`config.mk`:
```
export PLATFORM = sky130hd
export DESIGN_NAME = lfcs_top
export DESIGN_NICKNAME = d
export VERILOG_FILES = /design/src/rtl/lfcs_pkg.sv /design/src/rtl/lfcs_unpack.sv /design/src/rtl/lfcs_top.sv
export SDC_FILE = /design/constraint.sdc
export NUM_CORES = 1
export LEC_CHECK = 0
export BUFFER_PORTS_ARGS = -buffer_cell sky130_fd_sc_hd__buf_4
export CAP_MARGIN = 5
export CORE_UTILIZATION = 54
export CTS_CLUSTER_DIAMETER = 120
export DETAILED_ROUTE_END_ITERATION = 7
export PLACE_DENSITY_LB_ADDON = 0.08
export SKIP_LAST_GASP = 1
export SLEW_MARGIN = 20
export SYNTH_ARGS = -nofsm -noshare
export SYNTH_HDL_FRONTEND = slang
export SYNTH_HIERARCHICAL = 1
export SYNTH_SLANG_ARGS = --single-unit
```
`constraint.sdc`:
```
create_clock -name clk -period 2.6 [get_ports clk]
set_clock_uncertainty 0.05 [all_clocks]
set_input_delay 0.13 -clock clk [delete_from_list [all_inputs] [get_ports clk]]
set_output_delay 0.13 -clock clk [all_outputs]
set_load 0.02 [all_outputs]
```
`src/rtl/lfcs_pkg.sv`:
```
/*
 lfcs_pkg: shared types and constants of the link fabric configuration status block.
 assumes: every file of the block imports this package whole.
*/
package lfcs_pkg;

	localparam int       LFCS_DW        = 32;
	localparam int       LFCS_RUN_W     = 16;
	localparam logic     LFCS_DONE_RST  = 1'b0;
	localparam logic     LFCS_LINK_RST  = 1'b1;
	localparam logic     LFCS_ERR_RST   = 1'b0;

	// one word from the link; flags of an image are read from its sop header word only
	typedef struct packed {
		logic               sop;
		logic               eop;
		logic               fabric;
		logic               compressed;
		logic               encrypted;
		logic               partial;
		logic               is_run;
		logic [LFCS_DW-1:0] data;
	} lfcs_word_t;

	// one word toward the configuration memory
	typedef struct packed {
		logic               fabric;
		logic               partial;
		logic [LFCS_DW-1:0] data;
	} lfcs_cfg_t;

	typedef enum logic [1:0] {
		LFCS_IDLE,
		LFCS_LOAD,
		LFCS_FINISH,
		LFCS_DRAIN
	} lfcs_state_t;

endpackage

```
`src/rtl/lfcs_unpack.sv`:
```
/*
 lfcs_unpack: decrypts and expands one image word at a time.
 assumes: an external cipher core holds the stored key and offers one keystream word
 while ks_valid is high, advancing on each ks_take_q pulse.
*/
`timescale 1ns/1ps
`default_nettype none
module lfcs_unpack
	import lfcs_pkg::*;
#(
	parameter int DW = LFCS_DW
) (
	input  wire logic          clk,
	input  wire logic          srst,
	input  wire logic          in_valid,
	output logic               in_ready,
	input  wire logic [DW-1:0] in_data,
	input  wire logic          in_compressed,
	input  wire logic          in_encrypted,
	input  wire logic          in_is_run,
	input  wire logic          ks_valid,
	input  wire logic [DW-1:0] ks_data,
	output logic               ks_take_q,
	output logic               out_valid_q,
	output logic [DW-1:0]      out_data_q,
	output logic               busy
);

	logic [LFCS_RUN_W-1:0] run_q;
	wire  [DW-1:0]         plain;
	wire                   ks_ok;
	wire                   take;
	wire                   run_tok;

	// one idle cycle after each keystream take so the core can advance
	assign plain    = in_encrypted ? (in_data ^ ks_data) : in_data; // [RULE8]
	assign ks_ok    = !in_encrypted || (ks_valid && !ks_take_q);
	assign busy     = (run_q != '0);
	assign in_ready = !busy && ks_ok;
	assign take     = in_valid && in_ready;
	assign run_tok  = in_compressed && in_is_run;

	always_ff @(posedge clk) begin
		if (srst) begin
			run_q       <= '0;
			out_valid_q <= 1'b0;
			out_data_q  <= '0;
			ks_take_q   <= 1'b0;
		end else begin
			ks_take_q <= take && in_encrypted;
			if (busy) begin
				out_valid_q <= 1'b1;
				out_data_q  <= '0;
				run_q       <= run_q - 1'b1;
			end else if (take && run_tok) begin
				out_valid_q <= 1'b1;
				out_data_q  <= '0;
				run_q       <= plain[LFCS_RUN_W-1:0];
			end else if (take) begin
				out_valid_q <= 1'b1;
				out_data_q  <= plain;
			end else begin
				out_valid_q <= 1'b0;
			end
		end
	end
endmodule
`default_nettype wire

```
`src/rtl/lfcs_top.sv`:
```
/*
 lfcs_top: link fabric configuration loader with done pin and hard block reset control.
 assumes: link words arrive synchronous to clk; cfg enables are static levels;
 the configuration memory takes one word per cycle without stalling.
*/
`timescale 1ns/1ps
`default_nettype none
// Operation
// [RULE1] done pin low while fabric loads, high once fabric configuration completes.
// [RULE2] observer trusts full configuration only when done high after conventional done.
// [RULE3] observer watches the done pin to see when an update finished.
// [RULE4] with link configuration off, the done pin is a plain user pin.
// [RULE5] reset pin low holds transceivers and hard block in reset.
// [RULE6] with hard block unused, the reset pin is a plain user input.
// [RULE7] compression allowed for fabric image only; periphery always uncompressed.
// [RULE8] encrypted fabric image decrypted with keystream from the stored key.
// [RULE9] periphery image never encrypted; encrypted periphery header is refused.
// [RULE10] fabric updates arrive over the link only when link configuration enabled.
// [RULE11] partial reconfiguration images accepted and marked in every link mode; the code refuses every image while link configuration is off.
// [RULE12] host holds fundamental reset asserted 100 ms after power is stable; the host model releases it after 40 clk cycles (HOLD).
// [RULE13] done pin drops again whenever a new fabric image begins.
module lfcs_top
	import lfcs_pkg::*;
#(
	parameter int DW = LFCS_DW
) (
	input  wire logic          clk,
	input  wire logic          srst,
	input  wire logic          link_based_configuration_en,
	input  wire logic          hard_block_used,
	input  wire logic          link_fundamental_reset_n,
	input  wire lfcs_word_t    link_word,
	input  wire logic          link_valid,
	output logic               link_ready_q,
	input  wire logic          cipher_ks_valid,
	input  wire logic [DW-1:0] cipher_ks,
	output logic               cipher_next_q,
	output logic               cipher_restart_q,
	output logic               fabric_wr_q,
	output lfcs_cfg_t          fabric_cfg_q,
	output logic               image_error_q,
	output logic               fabric_config_done_q,
	output logic               fabric_config_done_out,
	output logic               fabric_config_done_oe,
	input  wire logic          done_pin_user_out,
	input  wire logic          done_pin_user_oe,
	input  wire logic          done_pin_in,
	output logic               done_pin_user_in_q,
	output logic               user_reset_pin_q,
	output logic               xcvr_reset_q,
	output logic               hard_block_reset_q
);

	lfcs_state_t     state_q;
	lfcs_state_t     state_d;
	lfcs_word_t      hold_q;
	logic            hold_full_q;
	logic            img_fabric_q;
	logic            img_comp_q;
	logic            img_enc_q;
	logic            img_partial_q;
	logic            done_d;
	logic            err_d;
	wire             link_up;
	wire             hdr_take;
	wire             hdr_ok;
	wire             unp_valid;
	wire             unp_ready;
	wire             unp_out_valid;
	wire [DW-1:0]    unp_out_data;
	wire             unp_busy;
	wire             hold_take;
	wire             unp_idle;
	wire             link_take;

	assign link_up   = hard_block_used && link_fundamental_reset_n;
	assign hdr_take  = (state_q == LFCS_IDLE) && hold_full_q && hold_q.sop;
	// compressed or encrypted periphery header is never loaded
	assign hdr_ok    = link_based_configuration_en && link_up // [RULE10]
		&& (hold_q.fabric || (!hold_q.compressed && !hold_q.encrypted)); // [RULE7] [RULE9]
	assign unp_valid = (state_q == LFCS_LOAD) && hold_full_q;
	assign hold_take = hold_full_q && ((state_q == LFCS_IDLE) || (state_q == LFCS_DRAIN)
		|| ((state_q == LFCS_LOAD) && unp_ready));
	assign unp_idle  = !unp_busy && !unp_out_valid;
	assign link_take = link_valid && link_ready_q;

	lfcs_unpack #(
		.DW (DW)
	) u_unpack (
		.clk           (clk),
		.srst          (srst),
		.in_valid      (unp_valid),
		.in_ready      (unp_ready),
		.in_data       (hold_q.data),
		.in_compressed (img_comp_q),
		.in_encrypted  (img_enc_q),
		.in_is_run     (hold_q.is_run),
		.ks_valid      (cipher_ks_valid),
		.ks_data       (cipher_ks),
		.ks_take_q     (cipher_next_q),
		.out_valid_q   (unp_out_valid),
		.out_data_q    (unp_out_data),
		.busy          (unp_busy)
	);

	always_comb begin
		state_d = state_q;
		done_d  = fabric_config_done_q;
		err_d   = image_error_q;
		case (state_q)
			LFCS_IDLE: begin
				if (hdr_take && hdr_ok) begin
					state_d = LFCS_LOAD;
					err_d   = 1'b0;
					if (hold_q.fabric) begin
						done_d = 1'b0; // [RULE13]
					end
				end else if (hdr_take) begin
					state_d = LFCS_DRAIN;
					err_d   = 1'b1;
				end
			end
			LFCS_LOAD: begin
				// link reset or mode loss mid image aborts; done keeps its value, low for a fabric image
				if (!link_up || !link_based_configuration_en) begin
					state_d = LFCS_IDLE;
					err_d   = 1'b1;
				end else if (hold_take && hold_q.eop) begin
					state_d = LFCS_FINISH;
				end
			end
			LFCS_FINISH: begin
				if (unp_idle) begin
					state_d = LFCS_IDLE;
					if (img_fabric_q) begin
						done_d = 1'b1; // [RULE1]
					end
				end
			end
			LFCS_DRAIN: begin
				if (hold_take && hold_q.eop) begin
					state_d = LFCS_IDLE;
				end
			end
			default: begin
				state_d = LFCS_IDLE;
			end
		endcase
	end

	always_ff @(posedge clk) begin
		if (srst) begin
			state_q              <= LFCS_IDLE;
			fabric_config_done_q <= LFCS_DONE_RST;
			image_error_q        <= LFCS_ERR_RST;
		end else begin
			state_q              <= state_d;
			fabric_config_done_q <= done_d;
			image_error_q        <= err_d;
		end
	end

	// registered ready halves throughput but keeps the link port glitch free
	always_ff @(posedge clk) begin
		if (srst) begin
			hold_q       <= '0;
			hold_full_q  <= 1'b0;
			link_ready_q <= 1'b0;
		end else begin
			if (link_take) begin
				hold_q <= link_word;
			end
			hold_full_q  <= link_take || (hold_full_q && !hold_take);
			link_ready_q <= !(link_take || (hold_full_q && !hold_take));
		end
	end

	always_ff @(posedge clk) begin
		if (srst) begin
			img_fabric_q     <= 1'b0;
			img_comp_q       <= 1'b0;
			img_enc_q        <= 1'b0;
			img_partial_q    <= 1'b0;
			cipher_restart_q <= 1'b0;
		end else begin
			cipher_restart_q <= hdr_take && hdr_ok && hold_q.encrypted;
			if (hdr_take && hdr_ok) begin
				img_fabric_q  <= hold_q.fabric;
				img_comp_q    <= hold_q.compressed;
				img_enc_q     <= hold_q.encrypted;
				img_partial_q <= hold_q.partial; // [RULE11]
			end
		end
	end

	always_ff @(posedge clk) begin
		if (srst) begin
			fabric_wr_q  <= 1'b0;
			fabric_cfg_q <= '0;
		end else begin
			fabric_wr_q  <= unp_out_valid;
			fabric_cfg_q <= '{fabric: img_fabric_q, partial: img_partial_q, data: unp_out_data}; // [RULE11]
		end
	end

	// pins; an unused hard block is kept in reset to save power
	always_ff @(posedge clk) begin
		if (srst) begin
			xcvr_reset_q           <= LFCS_LINK_RST;
			hard_block_reset_q     <= LFCS_LINK_RST;
			user_reset_pin_q       <= 1'b0;
			fabric_config_done_out <= 1'b0;
			fabric_config_done_oe  <= 1'b0;
			done_pin_user_in_q     <= 1'b0;
		end else begin
			xcvr_reset_q       <= !link_up; // [RULE5]
			hard_block_reset_q <= !link_up; // [RULE5]
			user_reset_pin_q   <= hard_block_used ? 1'b0 : link_fundamental_reset_n; // [RULE6]
			done_pin_user_in_q <= link_based_configuration_en ? 1'b0 : done_pin_in; // [RULE4]
			if (link_based_configuration_en) begin
				fabric_config_done_out <= done_d; // [RULE1]
				fabric_config_done_oe  <= 1'b1;
			end else begin
				fabric_config_done_out <= done_pin_user_out; // [RULE4]
				fabric_config_done_oe  <= done_pin_user_oe;
			end
		end
	end
endmodule
`default_nettype wire

```
==> results.yml <==
logic_synthesis:
  synth_area_leaders: "dfxtp_1 (49%), nand2_1 (9.8%), a21oi_1 (6.6%), nor2b_1 (4.1%), xor2_1 (3.7%)"
  synth_xor_area_share_pct: 6.496
  synth.area.mux_share_pct: 0.5303
  yosysTopAreaCellShare_pct: 49.49
  synth_warnings: 6
  synth-main-ff-cell: "dfxtp_1"
  postSynthCellCount: 638
  ys_seq_area_share_pct: 49.49
  ys_types: 57
  syn_avg_cell_area_um2: 8.876
  netlist_area_um2: 5663
  yosys.area.top_type: "dfxtp_1"
  synthArstFlopShare_pct: 0
  synth_commonest_cells: "nand2_1 (148), dfxtp_1 (140), a21oi_1 (75), nor2_1 (39), nor2b_1 (37)"
  yosys.cell_count.top_type: "nand2_1"
  synthAdderAreaFrac_pct: 1.547
  synth_compound_area_share_pct: 14.74
  synth_edf_count: 0
  synthSimpleGateAreaFrac_pct: 22.87
  synth_seq_cells: 140
  synth_top_family_by_area: "simple AND/OR/NAND/NOR gates"
  syn_nets: 726
power_and_ir_drop:
  ir_drop_uv: 408.5
  p_switching_mw: 1.906
  finalPower_mw: 6.435
  power.internal_mw: 4.529
  power_frac_seq_pct: 38.3
  p_comb_share_pct: 21.6
  clock_power_share_pct: 40.0
  powerDensity_nw_per_um2: 815.4
  swShare_pct: 29.62
  p_leak_nw: 3.130
detailed_routing:
  drtPass1Iterations: 5
  via_per_inst: 5.200
  drc_errors: 0
  drtIter0Drc: 278
  antenna_left: 0
  routed_wl_um: 14150
  num_vias: 5002
  wl_per_cell_um: 14.71
timing:
  hold_viol: 0
  slew_headroom_pct: 55.60
  tns_ns: 0
  period_needed_ns: 2.317
  clock.fmax_mhz: 431.5
  rsz0062_at_grt: "false"
  slew_viol_final: 0
  setup_viol: 0
  tightest_slew_ns: 0.6660
  finalCritPeriodShare_pct: 89.13
die:
  die_height_um: 104.4
  core_area_um2: 10230
  die_area_um2: 10900
  initial_core_util_pct: 55.35
  rows: 37
  die_w_um: 104.4
  io_pins: 127
critical_path:
  cp_slowest_stage_delay_ns: 0.32
  worstPathMaxFanout: 26
  worstPathCellList: "inv_1 > ha_1 > nor3b_1 > and4_1 > inv_4 > a21oi_1 > a21boi_0 > o22ai_2 > a31oi_1 > a311oi_1"
  cp-start-kind: "register"
  cpMaxStageDelayCell: "dfxtp_1"
  critical_path_arrival_ns: 2.70
  path_class: "register to register"
  cp.required_ns: 2.99
  cp-end-kind: "register"
cts:
  numClockSinks: 140
  clock_path_buffers: 2
  cts_root_buf: "clkbuf_8"
  clkLatencyLatePin_ns: 0.52
  clk_pin_slew_worst_paths_ns: 0.06
  hold_buffers: 57
  cts_tree: "yes"
  cts_setup_buffers: 0
  numCtsBuffers: 17
  cts.repair.resized: 0
  cts_max_level: 4
global_route:
  grt-ovfl-total: 0
  grt_pass1_vias: 4978
  grt_max_degree: 66
  grt_antenna_before_repair: 0
  gr-usage-all-layers_pct: 27.24
  grt_first_pass_wirelength_um: 23550
placed_design:
  gp_congestion: 0.8485
  port_buffers: 126
  placedCellCount: 873
  place_area_um2: 6686
  dpl.hpwl_um: 8962
layout:
  nNetsFinal: 901
  syn_to_final_growth_pct: 39.37
  finish.utilization_pct: 77.14
  insertedDiodeCount: 0
  post-route-cell-area_um2: 7893
  instances_no_fill: 962
  n_fill_cell: 696
  drive_gt1_share_pct: 24.58
run_status:
  status: "finished clean"
job:
  maxCapViolCount: 0
min_path:
  hold_path_class: "input port to register"
-- layout make-up --
| class | instances | area, um^2 | share of cell area (%) |
|---|---|---|---|
| well taps | 136 | 170.2 | 2.156 |
| inverters | 7 | 28.78 | 0.3646 |
| flip-flops and latches | 140 | 2803 | 35.51 |
| clock inverters | 14 | 207.7 | 2.632 |
| clock buffers | 18 | 427.9 | 5.422 |
| repair buffers | 197 | 1634 | 20.70 |
| multi-input cells | 450 | 2621 | 33.21 |
-- cell usage in the layout (no fill, tap or decap), types with 3 or more instances in the layout --
cell           instances
a211oi_1              10
a211oi_2              16
a21oi_1               75
a31oi_1                3
and2_1                 3
buf_4                139
bufinv_16              4
clkbuf_16             16
clkinv_4               3
dfxtp_1              140
dlygate4sd3_1         57
ha_1                   7
inv_1                  6
inv_6                  3
mux2i_1                3
nand2_1              148
nand3_1                7
nand4_1                3
nor2_1                39
nor2b_1               37
nor3_1                11
nor3b_1                3
xnor2_1               18
xor2_1                24
-- per-stage QoR --
stage	setup slack, ns	hold slack [ns]
final	0.2825	0.01722
after global routing	0.04713	0.003530
after CTS	0.3205	0.0007453
after detailed placement	0.3208	0.2867
after global placement	0.4437	0.2813
after floorplan	0.2909	0.1561
-- power by group through the flow --
stage                     combinational (mW)  sequential (mW)  clock [mW]
after CTS                               1.38             2.46        2.62
final                                   1.39             2.47        2.58
after floorplan                        0.960             2.48           0
after global placement                  1.28             2.49           0
after global routing                    1.55             2.48        2.71
after detailed placement                1.31             2.51           0
-- flip-flops by register name (all words and copies together) (netlist names) --
register,cells
fabric_config_done_out,1
state_q,2
fabric_wr_q,1
img_comp_q,1
hard_block_reset_q,1
fabric_config_done_q,1
u_unpack/run_q,16
u_unpack/out_data_q,32
u_unpack/out_valid_q,1
user_reset_pin_q,1
hold_full_q,1
img_fabric_q,1
fabric_cfg_q,34
hold_q,39
cipher_restart_q,1
done_pin_user_in_q,1
fabric_config_done_oe,1
img_enc_q,1
img_partial_q,1
link_ready_q,1
u_unpack/ks_take_q,1
image_error_q,1
-- cell families (layout without fill, tap and decap cells) --
logic type,Yosys count,count (layout)
and+or+nand+nor,275,275
adders and majority gates,7,7
buffers and inverters,48,236
DFF,140,140
muxes,3,3
xor gates and xnor gates,42,42
AOI/OAI and AO/OA,123,123
-- routing by layer --
metal	wire length [um]	global-route usage, %	vias to the layer above
li1	-	-	2484
met1	6060	34.42	2328
met2	7046	46.17	178
met3	891	5.764	12
met4	153	8.878	0
met5	0	0	-
-- worst max-delay path: cells and delay by family, from the launching register on --
kind | cells | cell delay [ns]
buffers and inverters | 2 | 0.25
flip-flops | 1 | 0.32
AO/OA/AOI/OAI | 5 | 0.86
AND/OR/NAND/NOR | 2 | 0.57
adder cells (fa/ha/maj) | 1 | 0.17
-- path summary, 6_finish.rpt --
kind / from / to / slack, ns / cells past startpoint
max: u_unpack/run_q[0] / state_q[0] / 0.28 / 10
min: cipher_ks[29] / u_unpack/out_data_q[29] / 0.02 / 4
max reg2reg: u_unpack/run_q[0] / state_q[0] / 0.28 / 10
min reg2reg: u_unpack/out_data_q[10] / u_unpack/out_data_q[10] / 0.40 / 2
No activity file was read; power rests on OpenSTA's default activity.
